$ cat config.mk
export PLATFORM = sky130hd
export DESIGN_NAME = sfc_device_flat
export DESIGN_NICKNAME = d
export VERILOG_FILES = /design/src/hdl/sfc_pkg.sv /design/src/hdl/sfc_link_if.sv /design/src/hdl/sfc_device.sv /design/src/flat_wrapper.sv
export SDC_FILE = /design/constraint.sdc
export NUM_CORES = 1
export LEC_CHECK = 0
export ABC_AREA = 1
export BUFFER_PORTS_ARGS = -buffer_cell sky130_fd_sc_hd__buf_2
export CAP_MARGIN = 5
export CELL_PAD_IN_SITES_DETAIL_PLACEMENT = 0
export CELL_PAD_IN_SITES_GLOBAL_PLACEMENT = 1
export CORE_ASPECT_RATIO = 0.7
export CORE_MARGIN = 2
export CORE_UTILIZATION = 46
export CTS_CLUSTER_DIAMETER = 30
export DETAILED_ROUTE_END_ITERATION = 8
export GPL_TIMING_DRIVEN = 0
export PLACE_DENSITY = 0.95
export SLEW_MARGIN = 20
export SYNTH_ARGS = -nofsm -noshare
export SYNTH_HDL_FRONTEND = slang
export SYNTH_SLANG_ARGS = --single-unit
$ cat constraint.sdc
create_clock -name clk_in -period 9.3 [get_ports clk_in]
set_input_delay 1.86 -clock clk_in [delete_from_list [all_inputs] [get_ports clk_in]]
set_output_delay 1.86 -clock clk_in [all_outputs]
set_load 0.05 [all_outputs]
$ cat src/hdl/sfc_pkg.sv
// Shared constants for the serial flash command front end.
// Assumes both ends run from one 100 MHz system clock.
package sfc_pkg;
  localparam int unsigned CLK_PERIOD_NS   = 10;
  // Link clock period of the host, in ns; HALF_CYC below is its half period in system cycles
  localparam int unsigned LINK_PERIOD_NS  = 80;
  localparam int unsigned HALF_CYC        = LINK_PERIOD_NS / (2 * CLK_PERIOD_NS);
  localparam int unsigned ADDR_W          = 22;
  localparam logic [21:0] ADDR_LAST       = 22'h3fffff;
  localparam logic [7:0]  OP_READ_FAST    = 8'h0b;
  localparam logic [7:0]  OP_READ_SLOW    = 8'h03;
  localparam logic [7:0]  OP_ERASE_4K     = 8'h20;
  localparam logic [7:0]  OP_ERASE_32K    = 8'h52;
  localparam logic [7:0]  OP_ERASE_64K    = 8'hd8;
  localparam logic [7:0]  OP_CHIP_ERASE_A = 8'h60;
  localparam logic [7:0]  OP_CHIP_ERASE_B = 8'hc7;
  localparam logic [7:0]  OP_PAGE_PROG    = 8'h02;
  localparam logic [7:0]  OP_WR_EN        = 8'h06;
  localparam logic [7:0]  OP_WR_DIS       = 8'h04;
  localparam logic [7:0]  OP_PROTECT      = 8'h36;
  localparam logic [7:0]  OP_UNPROTECT    = 8'h39;
  localparam logic [7:0]  OP_RD_PROT      = 8'h3c;
  localparam logic [7:0]  OP_RD_STATUS    = 8'h05;
  localparam logic [7:0]  OP_WR_STATUS    = 8'h01;
  localparam logic [7:0]  OP_RD_ID        = 8'h9f;
  localparam logic [7:0]  OP_POWER_DOWN   = 8'hb9;
  localparam logic [7:0]  OP_RESUME       = 8'hab;
  // Address byte count of every command that takes an address
  localparam logic [1:0]  ADDR_BYTES      = 2'h3;
  typedef enum logic [2:0] {
    SFC_OPCODE, SFC_ADDR, SFC_DUMMY, SFC_DATA_OUT, SFC_ARGS, SFC_IGNORE
  } sfc_phase_e;
endpackage

$ cat src/hdl/sfc_link_if.sv
// SPI link between host and flash front end.
// Resolves the serial output wire from the device enable.
`timescale 1ns/1ps
interface sfc_link_if;
  logic cs_n;
  logic sck;
  logic si;
  logic so_o;
  logic so_oe;
  wire  so;
  // Released line shows the inverse of the last bit, so a late enable is caught
  assign so = so_oe ? so_o : ~so_o;
  modport host (output cs_n, output sck, output si, input so);
  modport dev  (input cs_n, input sck, input si, output so_o, output so_oe);
endinterface

$ cat src/hdl/sfc_device.sv
// Serial flash command front end, device end of the SPI link.
// Assumes link pins are asynchronous to clk_in and much slower than it.
`timescale 1ns/1ps
module sfc_device
  import sfc_pkg::*;
(
  input  wire logic               clk_in,
  input  wire logic               rst_in,
  sfc_link_if.dev                 link,
  output logic [ADDR_W-1:0]       mem_addr_out,
  input  wire logic [7:0]         mem_data_in,
  output logic [7:0]              cmd_op_out,
  output logic [ADDR_W-1:0]       cmd_addr_out,
  output logic                    cmd_done_out
);
  logic [2:0]        cs_sync_q, sck_sync_q;
  logic [1:0]        si_sync_q;
  sfc_phase_e        phase_q;
  logic [7:0]        shift_q;
  logic [2:0]        bit_q;
  logic [1:0]        byte_q;
  logic [7:0]        op_q;
  logic [ADDR_W-1:0] addr_q;
  logic [7:0]        out_q;
  logic              so_q;
  logic              oe_q;
  logic              args_ok_q;

  function automatic logic op_has_addr(input logic [7:0] op);
    return op == OP_READ_FAST || op == OP_READ_SLOW || op == OP_ERASE_4K ||
           op == OP_ERASE_32K || op == OP_ERASE_64K || op == OP_PAGE_PROG ||
           op == OP_PROTECT || op == OP_UNPROTECT || op == OP_RD_PROT;
  endfunction

  function automatic logic op_known(input logic [7:0] op);
    return op_has_addr(op) || op == OP_CHIP_ERASE_A || op == OP_CHIP_ERASE_B ||
           op == OP_WR_EN || op == OP_WR_DIS || op == OP_RD_STATUS ||
           op == OP_WR_STATUS || op == OP_RD_ID || op == OP_POWER_DOWN ||
           op == OP_RESUME;
  endfunction

  // pins pass two flops before use; stage 2 vs 3 finds edges
  wire cs_act   = ~cs_sync_q[1];
  // Release edge, not level, so each command is reported once
  wire cs_rise  = cs_sync_q[1] & ~cs_sync_q[2];
  // sample on rising link clock edge, shift out on falling
  // edges found by transition, so idle level does not matter
  wire sck_rise = sck_sync_q[1] & ~sck_sync_q[2];
  wire sck_fall = ~sck_sync_q[1] & sck_sync_q[2];
  // shift in most significant bit first
  wire [7:0] byte_in  = {shift_q[6:0], si_sync_q[1]};
  wire       byte_end = bit_q == 3'h7;
  wire       is_read  = op_q == OP_READ_FAST || op_q == OP_READ_SLOW;

  assign link.so_o  = so_q;
  assign link.so_oe = oe_q;
  assign mem_addr_out = addr_q;

  always_ff @(posedge clk_in or posedge rst_in)
  begin
    if (rst_in)
    begin
      cs_sync_q  <= 3'h7;
      sck_sync_q <= 3'h0;
      si_sync_q  <= 2'h0;
    end
    else
    begin
      cs_sync_q  <= {cs_sync_q[1:0], link.cs_n};
      sck_sync_q <= {sck_sync_q[1:0], link.sck};
      si_sync_q  <= {si_sync_q[0], link.si};
    end
  end

  always_ff @(posedge clk_in or posedge rst_in)
  begin
    if (rst_in)
    begin
      phase_q      <= SFC_OPCODE;
      shift_q      <= 8'h00;
      bit_q        <= 3'h0;
      byte_q       <= 2'h0;
      op_q         <= 8'h00;
      addr_q       <= '0;
      out_q        <= 8'h00;
      so_q         <= 1'b0;
      oe_q         <= 1'b0;
      args_ok_q    <= 1'b0;
      cmd_op_out   <= 8'h00;
      cmd_addr_out <= '0;
      cmd_done_out <= 1'b0;
    end
    else
    begin
      cmd_done_out <= 1'b0;
      if (!cs_act)
      begin
        // release ends operation; output off at once
        // Counters cleared so the next frame starts at its opcode
        oe_q    <= 1'b0;
        phase_q <= SFC_OPCODE;
        bit_q   <= 3'h0;
        byte_q  <= 2'h0;
        // report only commands whose framing was complete
        if (cs_rise && args_ok_q)
        begin
          cmd_op_out   <= op_q;
          cmd_addr_out <= addr_q;
          cmd_done_out <= 1'b1;
        end
        args_ok_q <= 1'b0;
      end
      else
      begin
        if (sck_rise && phase_q != SFC_IGNORE)
        begin
          shift_q <= byte_in;
          bit_q   <= bit_q + 3'h1;
        end
        if (sck_rise && byte_end)
        begin
          unique case (phase_q)
            SFC_OPCODE:
            begin
              op_q <= byte_in;
              if (!op_known(byte_in))
                phase_q <= SFC_IGNORE;
              else if (op_has_addr(byte_in))
                phase_q <= SFC_ADDR;
              else
              begin
                phase_q   <= SFC_ARGS;
                args_ok_q <= 1'b1;
              end
            end
            SFC_ADDR:
            begin
              addr_q <= {addr_q[ADDR_W-9:0], byte_in};
              byte_q <= byte_q + 2'h1;
              if (byte_q == ADDR_BYTES - 2'h1)
              begin
                args_ok_q <= 1'b1;
                // fast read adds one dummy byte
                if (op_q == OP_READ_FAST)
                  phase_q <= SFC_DUMMY;
                else if (is_read)
                  phase_q <= SFC_DATA_OUT;
                else
                  phase_q <= SFC_ARGS;
              end
            end
            SFC_DUMMY: phase_q <= SFC_DATA_OUT;
            // advance after each full byte; wraps at top
            SFC_DATA_OUT: addr_q <= addr_q + 22'h1;
            SFC_ARGS: phase_q <= SFC_ARGS;
            SFC_IGNORE: phase_q <= SFC_IGNORE;
          endcase
        end
        // Bit 0 fetches a fresh byte; the address moved on at the last rise
        // drive data on falling edges, MSB first
        if (sck_fall && phase_q == SFC_DATA_OUT)
        begin
          oe_q <= 1'b1;
          if (bit_q == 3'h0)
          begin
            so_q  <= mem_data_in[7];
            out_q <= {mem_data_in[6:0], 1'b0};
          end
          else
          begin
            so_q  <= out_q[7];
            out_q <= {out_q[6:0], 1'b0};
          end
        end
        else if (phase_q != SFC_DATA_OUT)
          oe_q <= 1'b0;
      end
    end
  end
endmodule

$ cat src/flat_wrapper.sv
// flat-port wrapper written by rule: the top's interface ports become plain ports
module sfc_device_flat import sfc_pkg::*;
  (clk_in, rst_in, mem_addr_out, mem_data_in, cmd_op_out, cmd_addr_out, cmd_done_out, link_cs_n, link_sck, link_si, link_so_o, link_so_oe);
  sfc_link_if link_i ();
  input  wire logic clk_in;
  input  wire logic rst_in;
  output logic [ADDR_W-1:0] mem_addr_out;
  input  wire logic [7:0] mem_data_in;
  output logic [7:0] cmd_op_out;
  output logic [ADDR_W-1:0] cmd_addr_out;
  output logic cmd_done_out;
  input wire logic [$bits(link_i.cs_n)-1:0] link_cs_n;
  input wire logic [$bits(link_i.sck)-1:0] link_sck;
  input wire logic [$bits(link_i.si)-1:0] link_si;
  output wire logic [$bits(link_i.so_o)-1:0] link_so_o;
  output wire logic [$bits(link_i.so_oe)-1:0] link_so_oe;
  assign link_i.cs_n = link_cs_n;
  assign link_i.sck = link_sck;
  assign link_i.si = link_si;
  assign link_so_o = link_i.so_o;
  assign link_so_oe = link_i.so_oe;
  sfc_device u_core (.clk_in(clk_in), .rst_in(rst_in), .link(link_i), .mem_addr_out(mem_addr_out), .mem_data_in(mem_data_in), .cmd_op_out(cmd_op_out), .cmd_addr_out(cmd_addr_out), .cmd_done_out(cmd_done_out));
endmodule
Word level (Yosys, flattened, before mapping)
Cells that the tools add are included.
{"block": "totals", "regBits": 95, "wordCells": 124, "latch_bits": 0, "mem_bits_rw": 0, "romBits": 0, "mem_count": 0}
{"block": "op_classes", "n_div": 0, "magnitude_cmp": 0, "reduce_logical": 39, "eq_ne": 32, "n_addsub": 3, "bitwise_logic": 7, "shifts": 0, "n_mul": 0, "n_mux": 27}
{"cell": "$pmux 22 s2", "n": 1}
{"cell": "$eq 8x8->1 const B", "n": 5}
{"cell": "$eq 8x6->1 const B", "n": 4}
{"cell": "$mux 3", "n": 9}
{"cell": "$eq 8x2->1 const B", "n": 3}
{"cell": "$eq 8x3->1 const B", "n": 3}
{"cell": "$add 22x1->22 const B", "n": 1}
{"cell": "$logic_or 1x1->1", "n": 18}
{"cell": "$eq 8x4->1 const B", "n": 2}
{"cell": "$eq 8x7->1 const B", "n": 2}
{"cell": "$pmux 3 s5", "n": 1}
{"cell": "$mux 1", "n": 11}
{"cell": "$eq 3x3->1 const B", "n": 3}
{"cell": "$reduce_and 3->1", "n": 3}
{"cell": "$eq 8x1->1 const B", "n": 1}
{"cell": "$mux 8", "n": 1}
{"cell": "$reduce_and 2->1", "n": 4}
{"cell": "$reduce_bool 2->1", "n": 4}
{"cell": "$eq 3x2->1 const B", "n": 2}
{"cell": "$logic_not 3->1", "n": 2}
{"cell": "$mux 2", "n": 3}
{"cell": "$ne 3x1->1 const B", "n": 2}
{"cell": "$ne 3x2->1 const B", "n": 2}
{"cell": "$reduce_bool 3->1", "n": 2}
{"cell": "11 further kinds", "n": 19}

Longest topological paths before layout
{"block": "logic_depth", "depth_word": 22, "ltp_mapped": 11}

Worst setup path before layout
OpenSTA, ideal clock, no wires.
{"block": "synth_path", "path_type": "register -> output", "from": "register u_core.addr_q[0], in the netlist u_core.mem_addr_out[0]", "to": "output port mem_addr_out[0]", "path_buffers": 0, "arrival_time_ns": 0.677, "setup_slack_ns": 6.763, "path_stages_with_launch": 1, "required_ns": 7.440, "cell_sequence": "dfrtp_1"}
{"item": "start: declaration", "line_no": "sfc_device.sv:23", "source": "logic [ADDR_W-1:0] addr_q;"}
{"item": "start signal: assignment", "line_no": "sfc_device.sv:138", "source": "addr_q <= {addr_q[ADDR_W-9:0], byte_in};"}
{"item": "start signal: assignment", "line_no": "sfc_device.sv:154", "source": "SFC_DATA_OUT: addr_q <= addr_q + 22'h1;"}
{"item": "end: declaration", "line_no": "flat_wrapper.sv:7", "source": "output logic [ADDR_W-1:0] mem_addr_out;"}
No word-level cell between the ends.

Worst setup path in the final report
{"block": "layout_path", "from": "register u_core.addr_q[2], in the netlist u_core.mem_addr_out[2]", "to": "output port mem_addr_out[2]"}
No word-level cell between the ends.

==> out/summary.log <==
qor: setup_path.crit_chain buf_2
qor: finish.drive_above_1_share 17.4%
qor: die.core_region_area 9870 um2
qor: logic_synthesis.synth.area.top_cells dfrtp_1 48%, nand2_1 13%, o21ai_0 7.7%
qor: clock_network.clk_latency 0.35 ns
qor: clock_network.cts_hold_buf 0
qor: route.topRoutingLayerUsed met4
qor: setup_path.critical_path.n_buffers_inverters 1
qor: power.power_density 155 nW/um2
qor: logic_synthesis.synth_nets 619
qor: logic_synthesis.ys_types 36
qor: finish.fin_util 56.5%
qor: timing.final-hold-violation-count 0
qor: setup_path.timing.critical_path.arrival 1.16 ns
qor: die.io-pin-count 68
qor: logic_synthesis.ys_seq_elements 94
qor: die.fp.dieH 89.0 um
qor: finish.final_net_count 698
qor: route.routed-via-count 4424
qor: clock_network.post_cts.resized_instances 0
qor: setup_path.crit_type flip-flop to output pin
qor: setup_path.critical_path_required 7.44 ns
qor: timing.rsz0062_at_grt false
qor: clock_network.tritoncts.num_buffers 9
qor: clock_network.ctsRootBufferMaster clkbuf_16
qor: timing.worst_slack 6.28 ns
qor: logic_synthesis.synthesis.yosys.warnings 0
qor: logic_synthesis.post_synth_edffs 0
qor: route.postRouteAntennaNets 0
qor: global_routing.vias_in_the_first_global_route 3888
qor: logic_synthesis.syn_avg_cell_area 7.90 um2
qor: die.die_w 125 um
qor: min_path.hold_path.class flip-flop to flip-flop
qor: route.viasPerCell 5.44
qor: timing.skew 0.00633 ns
qor: logic_synthesis.synth.most_common_cell nand2_1
qor: logic_synthesis.dominantRegCellSynth dfrtp_1
qor: route.drt_iter0_markers 344
qor: placed_design.detailed_place_hpwl 9.39 mm
qor: clock_network.clkTransAtPathRegs 0.07 ns
qor: timing.period_minus_slack 3.02 ns
qor: route.wire_per_inst 15.3 um
qor: die.design.die.area 11200 um2
qor: logic_synthesis.yosys_top_cell_area_share 48.0%
qor: placed_design.detailed_place.area 5280 um2
qor: power.ir_drop 0.104 mV
qor: power.total_leakage_power 2.65 nW
qor: timing.timing_max_transition_violations_final 0
qor: logic_synthesis.syn_inst 601
qor: logic_synthesis.post-synth-top-area-cell dfrtp_1
qor: finish.finalInstanceArea 5570 um2
qor: finish.syn2layout_area_growth 17.4%
qor: setup_path.critPathMaxStageDelay 0.49 ns
qor: setup_path.cpMaxStageDelayCell dfrtp_1
qor: setup_path.critPathMaxFanout 7
qor: timing.timing.final.setup_violations 0
qor: route.drt-met1-wl 6.09 mm
qor: finish.diodes 0
qor: die.starting_density_of_the_core 48.1%
qor: power.intPower 0.646 mW
qor: global_routing.grt_pass1_wl 20.5 mm
qor: placed_design.dp_slack 6.67 ns
qor: setup_path.timing.critical_path.from_type flip-flop
qor: route.routed_length_on_met3 1.20 mm
qor: die.placementRows 30
qor: route.met2_wirelength 5.05 mm
qor: clock_network.cts_tree yes
qor: power.combPwrFrac 7.3%
qor: status.status finished clean
qor: timing.finalSetupTns 0 ns
qor: power.power_dissipated_by_switching_net_loads 0.215 mW
qor: setup_path.timing.critical_path.max_delay_family flip-flops
qor: power.switching_share 25.0%
qor: flow_run.count_of_maximum_capacitance_violations 0
qor: clock_network.clock_sinks 94
qor: logic_synthesis.synth.cells.most_frequent 159 x nand2_1, 91 x dfrtp_1, 73 x o21ai_0, 64 x inv_1, 47 x nor2_1
qor: timing.post-route-period-util 32.4%
qor: placed_design.place_congestion 0.892
qor: global_routing.antenna_found_initial 0
qor: route.drt_pass1_iterations 5
qor: global_routing.maximum_number_of_pins_on_one_net_before_global_route_repair 69
qor: setup_path.timing.critical_path.to_type output pin
qor: logic_synthesis.asyncSetResetFlopFracSynth 100%
qor: global_routing.gr-usage-all-layers 23.3%
qor: clock_network.cts_max_level 3
qor: route.remaining_drc_errors 0
qor: power.clock_power_share 43.3%
qor: logic_synthesis.ys_seq_area_share 49.6%
qor: placed_design.placement.io_buffers 67
qor: route.totalWireLength 12.5 mm
qor: logic_synthesis.post_synth_instance_area 4750 um2
qor: timing.max-slew-margin-rel 59.8%
qor: power.seq_power_share 49.4%
qor: clock_network.post-cts-setup-buffers 0
qor: clock_network.cts.path.max_buffers 2
qor: timing.achievable-frequency 0.332 GHz
qor: global_routing.globalRouteOverflowTotal 0
qor: timing.timing_worst_slew_pin_value 0.603 ns
## kinds of logic (layout without fill, tap and decap cells)
| group | after synthesis | count (layout) | synth area share (%) |
|---|---|---|---|
| and+or+nand+nor | 274 | 274 | 25.3 |
| AOI/OAI and AO/OA | 131 | 131 | 14.9 |
| DFF | 94 | 94 | 49.6 |
| buffers and inverters | 94 | 178 | 8.28 |
| adders and majority gates | 5 | 5 | 1.32 |
| xor gates and xnor gates | 3 | 3 | 0.554 |
## layer usage
layer  vias up  track usage (%)
li1       2125                -
met1      2081             37.0
met2       205             31.7
met3        13             5.75
met4         0             5.15
met5         -                0
## power by group through the flow
stage	sequential, mW	clock [mW]	combinational, mW
6_report	0.426	0.373	0.0628
3_5_place_dp	0.433	0	0.0629
5_1_grt	0.426	0.398	0.0721
3_3_place_gp	0.433	0	0.0600
2_1_floorplan	0.431	0	0.0450
4_1_cts	0.426	0.380	0.0629
## metrics by stage
step                total power, mW  cells  hold slack [ns]
finish                        0.861    813            0.347
CTS                           0.869    813            0.350
global placement              0.493    796            0.333
floorplan                     0.476    601            0.331
global route                  0.896    813            0.365
detailed placement            0.496    797            0.337
## registers in the layout (all words and copies together) (netlist names), 3 cells and up
signal,flops
u_core.mem_addr_out,22
u_core.op_q,8
u_core.cs_sync_q,3
u_core.out_q,7
u_core.sck_sync_q,3
u_core.cmd_addr_out,22
u_core.bit_q,3
u_core.cmd_op_out,8
u_core.phase_q,3
u_core.shift_q,7
## worst register-to-register path, cell delays in order, from the launching register on
cell and delay, ns:
dfstp_2 0.53, buf_4 0.17, inv_2 0.09, nor3_2 0.39
inv_2 0.15, clkbuf_1 0.27, nand2_1 0.12, o21ai_0 0.11
## layout make-up
cell class | count | area, um2
clock buffers | 10 | 229
fillers | 933 | 4300
multi-input cells | 413 | 2000
clock inverters | 6 | 68.8
repair buffers | 68 | 363
inverters | 69 | 264
plain buffers | 25 | 134
well taps | 128 | 160
flip-flops and latches | 94 | 2360
## cells in the final DEF (no fill, tap or decap), types with 2 or more instances in the layout
master	synthesis	final
a21oi_1	31	31
a22oi_1	6	6
buf_2	11	78
buf_4	3	3
buf_6	2	2
clkbuf_1	8	9
clkbuf_16	0	9
dfrtp_1	91	91
dfstp_2	3	3
ha_1	5	5
inv_1	64	63
inv_2	4	4
inv_6	0	3
nand2_1	159	159
nand3_1	31	31
nand3b_1	2	2
nand4_1	11	11
nor2_1	47	47
nor2_4	4	4
nor3_1	12	12
nor3_2	2	2
o211ai_1	2	2
o21ai_0	73	73
o21ai_1	5	5
o22ai_1	4	4
o31ai_1	7	7
xor2_1	3	3
## final timing paths
kind | from | end | slack, ns | depth (start not counted)
setup / recovery | u_core.mem_addr_out[2] | mem_addr_out[2] | 6.28 | 1
hold / removal | u_core.si_sync_q[0] | u_core.si_sync_q[1] | 0.35 | 0
setup reg to reg | u_core.cs_sync_q[1] | u_core.cmd_addr_out[13] | 7.32 | 7
hold reg to reg | u_core.si_sync_q[0] | u_core.si_sync_q[1] | 0.35 | 0
max in group asynchronous | rst_in | u_core.cs_sync_q[2] | 7.18 | 3
min in group asynchronous | rst_in | u_core.cmd_done_out | 1.46 | 2
Note: power is estimated with default switching activity, not from simulation.
